### config.mk
export PLATFORM = sky130hd
export DESIGN_NAME = ducr_control
export DESIGN_NICKNAME = d
export VERILOG_FILES = /design/src/ducr_control.v
export VERILOG_INCLUDE_DIRS = /design/src
export SDC_FILE = /design/constraint.sdc
export NUM_CORES = 1
export LEC_CHECK = 0
export BUFFER_PORTS_ARGS = -buffer_cell sky130_fd_sc_hd__buf_2
export CAP_MARGIN = 40
export CORE_MARGIN = 1.5
export CORE_UTILIZATION = 40
export DETAILED_ROUTE_END_ITERATION = 10
export SLEW_MARGIN = 0
export SYNTH_ARGS = -nofsm -noshare
export SYNTH_HDL_FRONTEND = slang
export SYNTH_SLANG_ARGS = --single-unit
### constraint.sdc
create_clock -name CORE_CLK -period 2.5 [get_ports CORE_CLK]
set_input_delay 0.5 -clock CORE_CLK [delete_from_list [all_inputs] [get_ports CORE_CLK]]
set_output_delay 0.5 -clock CORE_CLK [all_outputs]
set_load 0.005 [all_outputs]
### src/ducr_consts.vh
// Constants for the converter update, clear and reset control block.
// Assumes a 250 MHz core clock; times are held in nanoseconds.
`ifndef DUCR_CONSTS_VH
`define DUCR_CONSTS_VH
// ----------------------------------------
// Clock and timing
// ----------------------------------------
`define DUCR_CLK_PERIOD_NS   4
`define DUCR_CLR_TIME16_NS   20000
`define DUCR_CLR_TIME8_NS    15000
`define DUCR_RST_TIME_NS     270000
`define DUCR_CLR_CYC16       (`DUCR_CLR_TIME16_NS / `DUCR_CLK_PERIOD_NS)
`define DUCR_CLR_CYC8        (`DUCR_CLR_TIME8_NS / `DUCR_CLK_PERIOD_NS)
`define DUCR_RST_CYC         (`DUCR_RST_TIME_NS / `DUCR_CLK_PERIOD_NS)
`define DUCR_CALC_CYC        16
// ----------------------------------------
// Serial frame
// ----------------------------------------
`define DUCR_FRAME_BITS      24
// ----------------------------------------
// Reset values
// ----------------------------------------
`define DUCR_CTRL_RST        8'h00
`define DUCR_MON_RST         5'h00
`define DUCR_CLRCODE_RST     14'h0000
// ----------------------------------------
// Control word field positions
// ----------------------------------------
`define DUCR_CTRL_INTREF     0
`define DUCR_CTRL_MONEN      1
`endif

### src/ducr_control.v
// Update, clear and reset control of a multi-channel voltage-output converter.
// Pins from the host arrive asynchronously and pass two flip-flops first.
`timescale 1ns/1ps
`default_nettype none
`include "ducr_consts.vh"

// Functional notes
// RQ1: Frame select low starts serial clock counter
// RQ2: Two-wire mode: two pins form address
// RQ3: Cascade enable high enables daisy chain
// RQ4: Serial output changes on rising clock edge
// RQ5: Busy low during calc; queue writes, block updates
// RQ6: Load request while not busy updates immediately
// RQ7: Load request during calc remembered, done later
// RQ8: Reset low: busy low, interface off, loads dropped
// RQ9: Clear on falling edge; loads ignored while low; code takes the edge only while not busy
// RQ10: Clear loads clear code, busy 20/15 us
// RQ11: Reset falling edge restores registers within 270us
// RQ12: Busy low through reset sequence, interfaces disabled
// RQ13: After reset ignore reset level until edge
// RQ14: Monitor selects one of 16 or 8 channels
// RQ15: Monitor may select either monitor input too
// RQ16: Reference bit selectable; default external input
// RQ17: Interface select low two-wire, high serial
// RQ18: Host presents data valid at falling edge
// RQ19: Host interface stays active during power-down
// RQ20: Deferred load requests collapse into one update
module ducr_control #(
	parameter CHANNELS = 16,
	parameter RST_CYC  = `DUCR_RST_CYC,
	parameter CLR_CYC  = (CHANNELS == 16) ? `DUCR_CLR_CYC16 : `DUCR_CLR_CYC8,
	parameter CALC_CYC = `DUCR_CALC_CYC
) (
	// Clock and reset
	input  wire        CORE_CLK,
	input  wire        RST_N,
	// Host pins
	input  wire        INTERFACE_SERIAL,
	input  wire        SERIAL_CLK,
	input  wire        SERIAL_DATA_IN,
	input  wire        FRAME_SELECT_ADDR_BIT0,
	input  wire        CASCADE_ENABLE_ADDR_BIT1,
	input  wire        LOAD_OUTPUTS_N,
	input  wire        CLEAR_TO_CODE_N,
	input  wire        RESET_PIN_N,
	input  wire        POWER_DOWN,
	// Serial output, three-state
	output reg         SERIAL_DATA_OUT,
	output reg         SERIAL_DATA_OUT_OE,
	// Status and converter control
	output reg         BUSY_N,
	output reg         LOAD_OUTPUTS_STROBE,
	output reg         CLEAR_STROBE,
	output reg         REG_RESET_STROBE,
	output reg         FRAME_DONE,
	output reg  [23:0] FRAME_WORD,
	output reg  [1:0]  BUS_ADDRESS,
	output reg         POWER_DOWN_ACTIVE,
	// Monitor, reference and clear code
	output reg         MONITOR_ENABLE,
	output reg  [4:0]  MONITOR_SELECT,
	output reg         INTERNAL_REF_ENABLE,
	output reg  [13:0] CLEAR_CODE
);

	// ----------------------------------------
	// Input synchronisers
	// ----------------------------------------
	localparam NSYNC = 9;
	wire [NSYNC-1:0] raw_w = {INTERFACE_SERIAL, SERIAL_CLK, SERIAL_DATA_IN,
		FRAME_SELECT_ADDR_BIT0, CASCADE_ENABLE_ADDR_BIT1, LOAD_OUTPUTS_N,
		CLEAR_TO_CODE_N, RESET_PIN_N, POWER_DOWN};
	reg [NSYNC-1:0] meta_q;
	reg [NSYNC-1:0] sync_q;
	reg [NSYNC-1:0] prev_q;

	// Reset value is each pin's idle level, so no false edge follows reset
	always @(posedge CORE_CLK or negedge RST_N) begin
		if (!RST_N) begin
			meta_q <= 9'h1ee;
			sync_q <= 9'h1ee;
			prev_q <= 9'h1ee;
		end else begin
			meta_q <= raw_w;
			sync_q <= meta_q;
			prev_q <= sync_q;
		end
	end

	wire serial_mode = sync_q[8];
	wire sclk_rise   = sync_q[7] & ~prev_q[7];
	wire sclk_fall   = ~sync_q[7] & prev_q[7];
	wire sdin        = sync_q[6];
	wire frame_n     = sync_q[5];
	wire cascade     = sync_q[4];
	wire load_fall   = ~sync_q[3] & prev_q[3];
	wire clr_low     = ~sync_q[2];
	wire clr_fall    = ~sync_q[2] & prev_q[2];
	wire rst_fall    = ~sync_q[1] & prev_q[1];

	// ----------------------------------------
	// Sequencer
	// ----------------------------------------
	localparam ST_IDLE  = 2'h0;
	localparam ST_CALC  = 2'h1;
	localparam ST_CLEAR = 2'h2;
	localparam ST_RESET = 2'h3;

	// Frame word targets and sub-targets
	localparam TGT_SPECIAL = 2'h3;
	localparam SUB_CTRL    = 2'h0;
	localparam SUB_MON     = 2'h1;
	localparam SUB_CLR     = 2'h2;

	reg [1:0]  state_q;
	reg [1:0]  state_d;
	reg [19:0] cnt_q;
	reg [19:0] cnt_d;
	reg        pend_q;
	reg        pend_d;
	reg        load_d;
	reg        clr_d;
	reg        rst_d;
	wire       frame_wr;
	wire       frame_data;

	always @* begin
		state_d = state_q;
		cnt_d   = cnt_q;
		pend_d  = pend_q;
		load_d  = 1'b0;
		clr_d   = 1'b0;
		rst_d   = 1'b0;
		// Reset edge beats clear, clear beats load, load beats a frame
		case (state_q)
			ST_IDLE: begin
				if (rst_fall) begin
					state_d = ST_RESET; // RQ11
					cnt_d   = RST_CYC[19:0] - 20'h1;
					pend_d  = 1'b0;
					rst_d   = 1'b1;
				end else if (clr_fall) begin
					state_d = ST_CLEAR; // RQ10
					cnt_d   = CLR_CYC[19:0] - 20'h1;
					pend_d  = 1'b0;
					clr_d   = 1'b1;
				end else if ((load_fall || pend_q) && !clr_low) begin
					load_d = 1'b1; // RQ6
					pend_d = 1'b0; // RQ20
				end else if (frame_data) begin
					// Only data frames start a calculation
					state_d = ST_CALC; // RQ5
					cnt_d   = CALC_CYC[19:0] - 20'h1;
				end
			end
			ST_CALC: begin
				if (load_fall && !clr_low)
					pend_d = 1'b1; // RQ7
				if (rst_fall) begin
					state_d = ST_RESET;
					cnt_d   = RST_CYC[19:0] - 20'h1;
					pend_d  = 1'b0;
					rst_d   = 1'b1;
				end else if (cnt_q == 20'h0)
					state_d = ST_IDLE;
				else
					cnt_d = cnt_q - 20'h1;
			end
			ST_CLEAR: begin
				if (rst_fall) begin
					state_d = ST_RESET;
					cnt_d   = RST_CYC[19:0] - 20'h1;
					rst_d   = 1'b1;
				end else if (cnt_q == 20'h0)
					state_d = ST_IDLE;
				else
					cnt_d = cnt_q - 20'h1;
			end
			ST_RESET: begin
				pend_d = 1'b0; // RQ12
				if (cnt_q == 20'h0)
					state_d = ST_IDLE; // RQ13
				else
					cnt_d = cnt_q - 20'h1;
			end
			default: state_d = ST_IDLE;
		endcase
	end

	always @(posedge CORE_CLK or negedge RST_N) begin
		if (!RST_N) begin
			state_q             <= ST_RESET; // RQ8
			cnt_q               <= 20'h0;
			pend_q              <= 1'b0;
			BUSY_N              <= 1'b0;
			LOAD_OUTPUTS_STROBE <= 1'b0;
			CLEAR_STROBE        <= 1'b0;
			REG_RESET_STROBE    <= 1'b0;
			POWER_DOWN_ACTIVE   <= 1'b0;
		end else begin
			state_q             <= state_d;
			cnt_q               <= cnt_d;
			pend_q              <= pend_d;
			BUSY_N              <= (state_d == ST_IDLE); // RQ12
			LOAD_OUTPUTS_STROBE <= load_d;
			CLEAR_STROBE        <= clr_d; // RQ9
			REG_RESET_STROBE    <= rst_d;
			POWER_DOWN_ACTIVE   <= sync_q[0];
		end
	end

	// ----------------------------------------
	// Serial interface
	// ----------------------------------------
	// Interface runs regardless of power-down, but not during reset
	wire if_enable = (state_q != ST_RESET) && serial_mode; // RQ19
	reg  [4:0]  bitcnt_q;
	reg  [23:0] shift_q;
	reg         wr_q;

	always @(posedge CORE_CLK or negedge RST_N) begin
		if (!RST_N) begin
			bitcnt_q <= 5'h0;
			shift_q  <= 24'h0;
			wr_q     <= 1'b0;
		end else begin
			wr_q <= 1'b0;
			// A frame cut short by frame select rising is dropped
			if (!if_enable || frame_n) begin
				bitcnt_q <= 5'h0; // RQ1
			end else if (sclk_fall) begin
				shift_q <= {shift_q[22:0], sdin}; // RQ18
				if (bitcnt_q == `DUCR_FRAME_BITS - 1) begin
					bitcnt_q <= 5'h0;
					wr_q     <= 1'b1; // RQ1
				end else
					bitcnt_q <= bitcnt_q + 5'h1;
			end
		end
	end
	assign frame_wr = wr_q;
	assign frame_data = frame_wr && (shift_q[23:22] != TGT_SPECIAL);

	always @(posedge CORE_CLK or negedge RST_N) begin
		if (!RST_N) begin
			SERIAL_DATA_OUT    <= 1'b0;
			SERIAL_DATA_OUT_OE <= 1'b0;
			FRAME_DONE         <= 1'b0;
			FRAME_WORD         <= 24'h0;
			BUS_ADDRESS        <= 2'h0;
		end else begin
			SERIAL_DATA_OUT_OE <= if_enable && cascade && !frame_n; // RQ3
			// Between frames the first bit stands before any clock edge
			if (frame_n)
				SERIAL_DATA_OUT <= shift_q[23];
			else if (sclk_rise)
				SERIAL_DATA_OUT <= shift_q[23]; // RQ4
			FRAME_DONE <= wr_q;
			if (wr_q)
				FRAME_WORD <= shift_q;
			// Address pins are latched only in two-wire mode
			if (!serial_mode)
				BUS_ADDRESS <= {cascade, frame_n}; // RQ2 RQ17
		end
	end

	// ----------------------------------------
	// Monitor, reference and clear code
	// ----------------------------------------
	// Frame word: [23:22] target 2'b11 selects control/monitor/clear code
	// [21:20] sub: 0 control, 1 monitor select, 2 clear code
	wire special = wr_q && (shift_q[23:22] == TGT_SPECIAL);
	// Channels plus the two monitor inputs; higher codes are refused
	wire [31:0] mon_lim_w = CHANNELS + 2;
	wire [4:0]  mon_lim   = mon_lim_w[4:0];

	always @(posedge CORE_CLK or negedge RST_N) begin
		if (!RST_N) begin
			INTERNAL_REF_ENABLE <= 1'b0; // RQ16
			MONITOR_ENABLE      <= 1'b0;
			MONITOR_SELECT      <= `DUCR_MON_RST;
			CLEAR_CODE          <= `DUCR_CLRCODE_RST;
		// The clear code survives a reset sequence
		end else if (rst_d) begin
			INTERNAL_REF_ENABLE <= 1'b0;
			MONITOR_ENABLE      <= 1'b0;
			MONITOR_SELECT      <= `DUCR_MON_RST;
		end else if (special) begin
			case (shift_q[21:20])
				SUB_CTRL: begin
					INTERNAL_REF_ENABLE <= shift_q[`DUCR_CTRL_INTREF]; // RQ16
					MONITOR_ENABLE      <= shift_q[`DUCR_CTRL_MONEN];
				end
				SUB_MON: begin
					if (shift_q[4:0] < mon_lim)
						MONITOR_SELECT <= shift_q[4:0]; // RQ14 RQ15
				end
				SUB_CLR: CLEAR_CODE <= shift_q[13:0]; // RQ10
				default: ;
			endcase
		end
	end

endmodule
`default_nettype wire

==> PnR_summary.wiki, run 1 <==
{| class="wikitable"
! Metric !! Value
|-
| CTS Hold Buffers Added || 0
|-
| Cell area after synthesis || 5420 µm²
|-
| Area of the placeable core || 13200 µm²
|-
| Largest voltage drop on the vdd net || 0.584 mV
|-
| Effective utilization at floorplan || 40.9%
|-
| Least-Margin Pin Slew || 0.712 ns
|-
| Hold Path Class || in2async
|-
| Share of the synthesized area in the top cell type || 50.8%
|-
| Number of global-route vias before repair || 4071
|-
| Cell type with the largest total area after synthesis || dfrtp_1
|-
| Setup slack, reg-to-reg || 0.23 ns
|-
| Total count of max-transition violations in the final report || 0
|-
| Setup slack after layout || 0.231 ns
|-
| Number of distinct library cell variants in the gate-level netlist after synthesis || 55
|-
| Mean instance size in the synthesized netlist || 11.3 µm²
|-
| Synthesis-stage register bit count || 130
|-
| Share of total power in combinational logic || 21.9%
|-
| Outcome || complete, no violations
|-
| Vias per cell || 5.24
|-
| Pint || 4730 µW
|-
| Number of failing setup endpoints in the final timing report || 0
|-
| Area delta synth->final || 23.8%
|-
| Total inserted antenna cells || 0
|-
| Die Footprint || 14300 µm²
|-
| Power share of the clock group || 40.4%
|-
| Worst slew margin || 52.5%
|-
| Instance count of the mapped netlist || 480
|-
| # H-tree levels || 4
|-
| Max Clock Skew || 0.0169 ns
|-
| Fraction of the yosys area taken by sequential cells || 60.5%
|-
| Number of clock buffers inserted by TritonCTS || 17
|-
| Synth top cells by count || dfrtp_1, nand2_1, mux2_2, nor2_1, dfstp_2
|-
| Final hold violations || 0
|-
| Share of total power consumed by net switching || 30.5%
|-
| Setup Total Neg Slack || 0 ns
|-
| Quantity of gates resized following cts || 0
|-
| DP Wirelength || 8.02 mm
|-
| Number of post-CTS setup repair buffers || 0
|-
| Share of flip-flops with an asynchronous set or reset || 100%
|-
| Max cap viols || 0
|-
| Final WL || 12.0 mm
|-
| Final critical-path share of the clock period || 90.8%
|-
| Net count of the mapped netlist || 498
|-
| Global-route wire length before repair || 20.2 mm
|-
| Post-route worst hold slack || 0.140 ns
|-
| Unrepaired setup endpoints after global routing || no
|-
| Die extent in y || 119 µm
|-
| Most area-consuming cells after synthesis || dfrtp_1, dfstp_2, mux2_2
|-
| DRC violation count after routing || 0
|-
| Endpoint kind of the worst setup timing path || register
|-
| Sw Pwr || 2080 µW
|-
| Total number of nets in the final design || 583
|-
| Post-Place Worst Slack || 0.267 ns
|-
| Buffer type at the clock tree root || clkbuf_16
|-
| DR vias || 3954
|-
| Clock tree from TritonCTS || yes
|-
| Antenna viol nets, final || 0
|-
| Antenna violations before repair || 0
|-
| Routed wirelength normalized by instance count || 15.9 µm
|-
| Overflow left after global routing || 0
|-
| Final period demand of the worst path || 2.27 ns
|-
| Clock Sink Count || 130
|-
| Cell with the most instances after synthesis || dfrtp_1
|-
| Critical Path Fanout Max || 7
|-
| Share of final-layout standard cells stronger than drive strength 1 || 31.7%
|-
| Launching point of the worst reg2reg path || state_q[1]
|-
| Post-synth EDFFs || 0
|-
| Standard-cell rows || 42
|-
| Standby leakage power || 0.00338 µW
|-
| Die X || 119 µm
|-
| Post-CTS clock slew at the launch and capture registers of the worst setup and hold paths || 0.06 ns
|-
| Buffers added on ports || 65
|-
| First-pass iteration count of the detailed router || 4
|-
| Length in cells of the worst reg-to-reg path || 6
|-
| Type of the worst setup path || reg2reg
|-
| Critical Path AT || 2.62 ns
|-
| Weighted congestion reported at the end of routability-driven placement || 0.901
|-
| Number of synthesis warnings || 0
|-
| Insertion delay to the later sink of the worst-skew pair || 0.43 ns
|-
| Kind of launch point of the worst setup path || register
|-
| Max Buffers Root-to-Sink || 2
|-
| Sequential fraction of design power || 37.7%
|-
| Count of pins on the block boundary || 66
|-
| Maximum number of pins on one net before global-route repair || 131
|-
| Power density of the placed cells || 1010 nW/µm²
|-
| R2r endpoint || cnt_q[11]
|-
| Dominant synthesized flop cell || dfrtp_1
|-
| Violation count after the first detailed-routing iteration || 234
|-
| Required time at the worst-slack endpoint || 2.85 ns
|-
| Total Routing Usage GR || 18.3%
|-
| Max Freq || 0.441 GHz
|}
## sequential cells by signal, indices dropped and copies added, names as in the netlist, 2 cells and up
register and cells:
BUS_ADDRESS 2, CLEAR_CODE 14, FRAME_WORD 24, MONITOR_SELECT 5
bitcnt_q 5, cnt_q 20, meta_q 9, prev_q 5
shift_q 24, state_q 2, sync_q 9
## per-layer routing
layer	global-route usage, %	wire length [µm]
met2	29.5	5960
met5	0	0
met1	22.2	5170
met3	6.27	664
met4	8.11	225
## kinds of logic (layout without fill, tap and decap cells)
group / count (synthesis) / count (layout) / share of synthesized area, %
mux: 47 / 47 / 9.58
buf+inv: 26 / 124 / 1.87
flops: 130 / 130 / 60.5
fa+ha+maj: 7 / 7 / 1.62
simple gates: 195 / 195 / 17.0
compound gates: 73 / 73 / 9.21
xor+xnor: 2 / 2 / 0.323
## power groups by stage
stage | sequential (µW) | combinational (µW) | clock (µW)
2_1_floorplan | 2540 | 1000 | 0
3_3_place_gp | 2590 | 1470 | 0
3_5_place_dp | 2590 | 1470 | 0
4_1_cts | 2560 | 1470 | 2810
5_1_grt | 2600 | 1650 | 2900
6_report | 2560 | 1490 | 2750
## placed cells by master (no fill, tap or decap), types with 3 or more instances in the layout
cell type | netlist | routed
a211oi_1 | 7 | 7
a21oi_1 | 10 | 10
a311oi_1 | 3 | 3
a31oi_1 | 10 | 10
and2_1 | 3 | 3
and4_1 | 3 | 3
buf_2 | 3 | 64
buf_4 | 0 | 15
bufinv_16 | 0 | 5
clkbuf_16 | 0 | 17
clkinv_4 | 0 | 3
dfrtp_1 | 110 | 110
dfstp_2 | 20 | 20
ha_1 | 7 | 7
inv_1 | 12 | 12
mux2_2 | 39 | 39
mux2i_1 | 8 | 8
nand2_1 | 96 | 96
nand2b_1 | 4 | 4
nand3_1 | 15 | 15
nor2_1 | 34 | 34
nor2b_1 | 6 | 6
nor3_1 | 8 | 7
o211ai_1 | 4 | 4
o21ai_0 | 17 | 17
o22a_1 | 3 | 3
or4_1 | 5 | 5
## cell type report
cell class | instances | area [µm²]
inverter | 12 | 45.0
clock inverter | 12 | 204
timing repair buffer | 80 | 453
sequential | 130 | 3280
tap | 176 | 220
fill | 1215 | 6530
clock buffer | 20 | 457
multi-input combinational | 324 | 2060
## through the flow
| step | power (µW) | util [%] | instances | area, µm² |
|---|---|---|---|---|
| after floorplan | 3540 | - | 480 | 5420 |
| after global placement | 4050 | 45.7 | 722 | 6050 |
| after detailed placement | 4060 | 45.7 | 722 | 6050 |
| after CTS | 6840 | 50.7 | 754 | 6710 |
| after global routing | 7150 | 50.7 | 754 | 6710 |
| final | 6810 | 50.7 | 754 | 6710 |
## worst max-delay path by stage
stage / from / end / slack (ns) / depth (start not counted)
after floorplan: cnt_q[0] / cnt_q[14] / 0.35 / 6
after global placement: state_q[1] / cnt_q[3] / 0.25 / 6
after detailed placement: state_q[1] / cnt_q[7] / 0.27 / 6
after CTS: state_q[1] / cnt_q[11] / 0.25 / 6
after global routing: cnt_q[0] / cnt_q[19] / 0.09 / 7
final: state_q[1] / cnt_q[11] / 0.23 / 6
## worst max-delay path, cell delays in order, from the launching register on
cell and delay, ns:
dfstp_2 0.57, inv_1 0.08, ha_1 0.37, a21oi_1 0.17, or2_2 0.40, or4_1 0.53, nand3_1 0.08
Note: power is estimated with default switching activity, not from simulation.
==> inputs of run 2 (changes only) <==
BUFFER_PORTS_ARGS = not set   (was -buffer_cell sky130_fd_sc_hd__buf_2)
DONT_BUFFER_PORTS = 1   (was not set)
==> PnR_summary.wiki, run 2 (synthesis gave the netlist of run 1 again) <==
{| class="wikitable"
! Metric !! Value
|-
| Outcome || complete, but fails checks
|-
| Failing checks || negative hold slack
|-
| Final period demand of the worst path || 2.24 ns (-0.0266 ns)
|-
| Die extent in y || 119 µm (unchanged)
|-
| Buffers added on ports || 0 (-100%)
|-
| Quantity of gates resized following cts || 0 (unchanged)
|-
| Most frequent standard cell in the layout excluding fill and tap cells || dfrtp_1
|-
| Number of clock buffers inserted by TritonCTS || 17 (unchanged)
|-
| Total number of nets in the final design || 515 (-12%)
|-
| Number of post-CTS setup repair buffers || 0 (unchanged)
|-
| Required time at the worst-slack endpoint || 2.80 ns (-0.05 ns)
|-
| Number of global-route vias before repair || 3857 (-5.3%)
|-
| Clock tree from TritonCTS || yes
|-
| Area delta synth->final || 17.3%
|-
| Power density of the placed cells || 1060 nW/µm² (+4.7%)
|-
| DP Wirelength || 7.84 mm (-2.2%)
|-
| Setup Total Neg Slack || 0 ns (unchanged)
|-
| Insertion delay to the later sink of the worst-skew pair || 0.41 ns (-0.02 ns)
|-
| Registers with the highest flip-flop counts || FRAME_WORD: 24 flops, shift_q: 24 flops, cnt_q: 20 flops
|-
| Max Freq || 0.446 GHz (+1.2%)
|-
| Buffer type at the clock tree root || clkbuf_16
|-
| # H-tree levels || 4 (unchanged)
|-
| Global-route wire length before repair || 20.0 mm (-0.86%)
|-
| Number of failing setup endpoints in the final timing report || 0 (unchanged)
|-
| Least-Margin Pin Slew || 0.578 ns (-0.134 ns)
|-
| Post-CTS clock slew at the launch and capture registers of the worst setup and hold paths || 0.06 ns (about the same)
|-
| Most used cells in the layout excluding fill and tap cells || dfrtp_1, nand2_1, mux2_2, nor2_1, dfstp_2
|-
| Final hold violations || 114 (+114)
|-
| Unrepaired setup endpoints after global routing || no
|-
| Standby leakage power || 0.00302 µW (-11%)
|-
| Final critical-path share of the clock period || 89.7% (-1.1 points)
|-
| Die X || 119 µm (unchanged)
|-
| Clock Sink Count || 130 (unchanged)
|-
| Worst slew margin || 61.5% (+8.9 points)
|-
| Max Buffers Root-to-Sink || 2 (unchanged)
|-
| Final WL || 11.8 mm (-1.6%)
|-
| Max cap viols || 0 (unchanged)
|-
| Endpoint kind of the worst setup timing path || register
|-
| Critical Path AT || 2.55 ns (-0.07 ns)
|-
| Largest voltage drop on the vdd net || 0.483 mV (-17%)
|-
| Routed wirelength normalized by instance count || 17.2 µm (+8.1%)
|-
| Critical Path, Cell by Cell || inv_1 -> ha_1 -> a21oi_1 -> nor2_1 -> buf_4 -> a31oi_1 -> a21bo_2
|-
| Area of the placeable core || 13200 µm² (unchanged)
|-
| Type of the worst setup path || reg2reg
|-
| Effective utilization at floorplan || 40.9% (unchanged)
|-
| Hold Path Class || in2async
|-
| Largest stage delay, worst path || 0.57 ns (about the same)
|-
| Final cell utilization of the core || 48.0% (-2.7 points)
|-
| Antenna violations before repair || 0 (unchanged)
|-
| DRC violation count after routing || 0 (unchanged)
|-
| Die Footprint || 14300 µm² (unchanged)
|-
| Count of pins on the block boundary || 66 (unchanged)
|-
| Standard-cell rows || 42 (unchanged)
|-
| Vias per cell || 5.37 (+2.5%)
|-
| Maximum number of pins on one net before global-route repair || 131 (unchanged)
|-
| Max Clock Skew || 0.00608 ns (-0.0108 ns)
|-
| Layout fillers || 1233 (+1.5%)
|-
| Kind of launch point of the worst setup path || register
|-
| DR vias || 3687 (-6.8%)
|-
| Share of final-layout standard cells stronger than drive strength 1 || 22.5% (-9.1 points)
|-
| First-pass iteration count of the detailed router || 4 (unchanged)
|-
| Max stage delay cell, worst path || dfstp_2
|-
| Violation count after the first detailed-routing iteration || 241 (+3.0%)
|-
| Overflow left after global routing || 0 (unchanged)
|-
| Antenna viol nets, final || 0 (unchanged)
|-
| Post-route worst hold slack || -0.215 ns (-0.356 ns)
|-
| Total inserted antenna cells || 0 (unchanged)
|-
| Total count of max-transition violations in the final report || 0 (unchanged)
|-
| Weighted congestion reported at the end of routability-driven placement || 0.889 (-1.4%)
|-
| Critical Path Fanout Max || 6 (-1)
|-
| Total Routing Usage GR || 18.2% (-0.092 points)
|}
[run 2: cell types whose count changed in the layout (fill, tap and decap cells not counted), sizes merged]
cell,before,now
buf,80,12
clkbuf,20,21
clkinv,5,4
[run 2: power breakdown]
group / switching (µW) / internal (µW) / total (µW)
registers: 257 / 2330 / 2590
logic: 844 / 543 / 1390
clock network: 918 / 1860 / 2780
total: 2020 / 4730 / 6750
[run 2: worst max-delay path, delay by kind of cell, from the launching register on]
kind,cells,cell delay [ns]
buffers and inverters,2,0.29
adders and majority gates,1,0.35
DFF,1,0.57
AOI/OAI and AO/OA,3,0.73
and+or+nand+nor,1,0.20
[run 2: stage by stage]
stage / worst slack [ns] / total power (µW) / cells / cell area, µm²
floorplan: 0.346 / 3540 / 480 / 5420
global placement: 0.305 / 3980 / 654 / 5690
detailed placement: 0.271 / 4000 / 654 / 5690
CTS: 0.262 / 6800 / 686 / 6360
global route: 0.0657 / 7110 / 686 / 6360
finish: 0.257 / 6750 / 686 / 6360
[run 2: area by class of cell]
type | instances | area, µm² | area share (%)
Clock inverter | 11 | 199 | 3.13
Multi-Input combinational cell | 324 | 2060 | 32.3
Clock buffer | 21 | 470 | 7.40
Sequential cell | 130 | 3280 | 51.5
Inverter | 12 | 45.0 | 0.708
Tap cell | 176 | 220 | 3.46
Timing Repair Buffer | 12 | 90.1 | 1.42
[run 2: path summary, 6_finish.rpt]
kind,from,endpoint,slack [ns],depth (start not counted)
max,state_q[1],cnt_q[12],0.26,7
max in group asynchronous,RST_N,state_q[1],2.42,0
min reg2reg,sync_q[0],prev_q[0],0.35,0
min,RST_N,cnt_q[12],-0.22,0
max reg2reg,state_q[1],cnt_q[12],0.26,7
min in group CORE_CLK,RESET_PIN_N,meta_q[1],0.08,0
[run 2: metal layers]
metal,global-route usage (%),routed length [µm],up-vias
li1,-,-,1728
met5,0,0,-
met3,6.51,748,9
met2,27.4,5690,85
met1,23.9,5240,1865
met4,7.37,134,0
==> inputs of run 3 (changes only) <==
CELL_PAD_IN_SITES_DETAIL_PLACEMENT = 1   (was not set)
CELL_PAD_IN_SITES_GLOBAL_PLACEMENT = 1   (was not set)
PLACE_DENSITY = 0.69   (was not set)
==> PnR_summary.wiki, run 3 (synthesis gave the netlist of run 1 again) <==
{| class="wikitable"
! Metric !! Value
|-
| Outcome || complete, but fails checks
|-
| Failing checks || negative hold slack
|-
| Total inserted antenna cells || 0 (unchanged)
|-
| Post-route worst hold slack || -0.219 ns (-0.00434 ns)
|-
| Least-Margin Pin Slew || 0.682 ns (+0.104 ns)
|-
| Final WL || 12.7 mm (+7.6%)
|-
| Storage element area || 3280 µm² (unchanged)
|-
| DP Wirelength || 8.61 mm (+9.8%)
|-
| Layout fillers || 1445 (+17%)
|-
| Unrepaired setup endpoints after global routing || no
|-
| Final critical-path share of the clock period || 91.7% (+2.0 points)
|-
| Most used cells in the layout excluding fill and tap cells || dfrtp_1, nand2_1, mux2_2, nor2_1, dfstp_2
|-
| Max Freq || 0.436 GHz (-2.1%)
|-
| Power density of the placed cells || 1010 nW/µm² (-4.6%)
|-
| Overflow left after global routing || 0 (unchanged)
|-
| Number of post-CTS setup repair buffers || 0 (unchanged)
|-
| Area of the placeable core || 13200 µm² (unchanged)
|-
| Most frequent standard cell in the layout excluding fill and tap cells || dfrtp_1
|-
| Violation count after the first detailed-routing iteration || 190 (-21%)
|-
| Setup Total Neg Slack || 0 ns (unchanged)
|-
| Share of final-layout standard cells stronger than drive strength 1 || 22.3% (-0.28 points)
|-
| Weighted congestion reported at the end of routability-driven placement || 0.883 (-0.61%)
|-
| Pint || 4310 µW (-8.8%)
|-
| Buffers added on ports || 0 (unchanged)
|-
| Die Footprint || 14300 µm² (unchanged)
|-
| Standard-cell rows || 42 (unchanged)
|-
| Insertion delay to the later sink of the worst-skew pair || 0.42 ns (about the same)
|-
| Power share of the clock group || 36.7% (-4.4 points)
|-
| CP bufs+invs || 1 (-1)
|-
| Number of failing setup endpoints in the final timing report || 0 (unchanged)
|-
| DR vias || 3795 (+2.9%)
|-
| Critical Path AT || 2.60 ns (+0.05 ns)
|-
| Clock Sink Count || 130 (unchanged)
|-
| Area delta synth->final || 15.7%
|-
| Critical Path, Cell by Cell || inv_1 -> ha_1 -> nand2_1 -> a311o_1 -> o21ai_0 -> a21bo_2
|-
| Worst slew margin || 54.0% (-7.4 points)
|-
| Final design instance area without fill || 6270 µm² (-1.4%)
|-
| Antenna viol nets, final || 0 (unchanged)
|-
| Share of total power consumed by net switching || 32.0% (+2.1 points)
|-
| Kind of launch point of the worst setup path || register
|-
| Die extent in y || 119 µm (unchanged)
|-
| Post-CTS clock slew at the launch and capture registers of the worst setup and hold paths || 0.05 ns (about the same)
|-
| Die X || 119 µm (unchanged)
|-
| First-pass iteration count of the detailed router || 4 (unchanged)
|-
| Required time at the worst-slack endpoint || 2.81 ns (about the same)
|-
| Final period demand of the worst path || 2.29 ns (+0.0488 ns)
|-
| Number of clock buffers inserted by TritonCTS || 17 (unchanged)
|-
| Type of the worst setup path || reg2reg
|-
| Max Buffers Root-to-Sink || 2 (unchanged)
|-
| Clock tree from TritonCTS || yes
|-
| Total number of nets in the final design || 517 (+0.39%)
|-
| # H-tree levels || 4 (unchanged)
|-
| Max cap viols || 0 (unchanged)
|-
| Sequential fraction of design power || 40.9% (+2.6 points)
|-
| Antenna violations before repair || 0 (unchanged)
|-
| Effective utilization at floorplan || 40.9% (unchanged)
|-
| Count of pins on the block boundary || 66 (unchanged)
|-
| Quantity of gates resized following cts || 0 (unchanged)
|-
| Vias per cell || 5.52 (+2.6%)
|-
| Area after detailed placement || 5710 µm² (+0.33%)
|-
| Maximum number of pins on one net before global-route repair || 131 (unchanged)
|-
| Hold Path Class || in2async
|-
| Global-route wire length before repair || 21.1 mm (+5.6%)
|-
| Critical Path Fanout Max || 16 (+10)
|-
| Standby leakage power || 0.00296 µW (-1.9%)
|-
| Buffer type at the clock tree root || clkbuf_16
|-
| Family with the most delay on the worst path || compound AO/OA/AOI/OAI gates
|-
| Largest stage delay, worst path || 0.57 ns (about the same)
|-
| Final hold violations || 113 (-0.88%)
|-
| Number of global-route vias before repair || 3938 (+2.1%)
|-
| Total Routing Usage GR || 19.4% (+1.3 points)
|-
| Max Clock Skew || 0.00753 ns (+0.00145 ns)
|-
| Routed wirelength normalized by instance count || 18.5 µm (+7.3%)
|-
| Endpoint kind of the worst setup timing path || register
|-
| Largest voltage drop on the vdd net || 0.653 mV (+35%)
|-
| Max stage delay cell, worst path || dfstp_2
|-
| DRC violation count after routing || 0 (unchanged)
|-
| Share of total power in combinational logic || 22.4% (+1.9 points)
|-
| Area of the multi-input gates || 2060 µm² (unchanged)
|-
| Registers with the highest flip-flop counts || FRAME_WORD: 24 flops, shift_q: 24 flops, cnt_q: 20 flops
|-
| Total count of max-transition violations in the final report || 0 (unchanged)
|-
| Sw Pwr || 2030 µW (+0.66%)
|}
-- run 3: cell count changes in the layout (fill, tap and decap cells not counted), sizes merged --
cell / before / now
clkinvlp: 0 / 5
inv: 14 / 12
buf: 12 / 14
clkinv: 4 / 2
clkbuf: 21 / 24
bufinv: 5 / 1
-- run 3: cell type report --
class / instances / share of cell area [%]
flip-flops and latches: 130 / 52.3
clock buffers: 24 / 7.68
repair buffers: 14 / 1.74
multi-input cells: 324 / 32.8
clock inverters: 8 / 1.30
inverters: 12 / 0.718
well taps: 176 / 3.51
-- run 3: per-stage QoR --
stage                     worst slack [ns]  total power (µW)  utilization, %  hold slack (ns)  cells
final                                0.209              6350            47.4           -0.219    688
after global routing                0.0316              6680            47.4           -0.243    688
after floorplan                      0.346              3540               -            0.204    480
after CTS                            0.196              6400            47.4           -0.240    688
after global placement               0.261              3970            43.0            0.208    655
after detailed placement             0.208              4030            43.1            0.207    656
-- run 3: path summary, 6_finish.rpt --
path | from | depth (start not counted) | slack [ns] | to
setup reg to reg | state_q[1] | 6 | 0.21 | cnt_q[12]
max in group asynchronous | RST_N | 0 | 2.42 | state_q[1]
setup / recovery | state_q[1] | 6 | 0.21 | cnt_q[12]
hold / removal | RST_N | 0 | -0.22 | cnt_q[11]
min in group CORE_CLK | INTERFACE_SERIAL | 0 | 0.08 | meta_q[8]
hold reg to reg | meta_q[4] | 0 | 0.35 | sync_q[4]
-- run 3: routing by layer --
layer | wire length (µm) | vias up | GRT usage (%)
met2 | 6090 | 84 | 30.3
met5 | 0 | - | 0
met4 | 216 | 0 | 6.99
met3 | 818 | 21 | 7.28
li1 | - | 1728 | -
met1 | 5590 | 1962 | 24.8
-- run 3: power by group through the flow --
stage / clock network [µW] / logic (µW) / registers (µW)
floorplan: 0 / 1000 / 2540
CTS: 2380 / 1420 / 2590
global route: 2460 / 1580 / 2640
detailed placement: 0 / 1410 / 2620
finish: 2330 / 1420 / 2600
global placement: 0 / 1350 / 2610
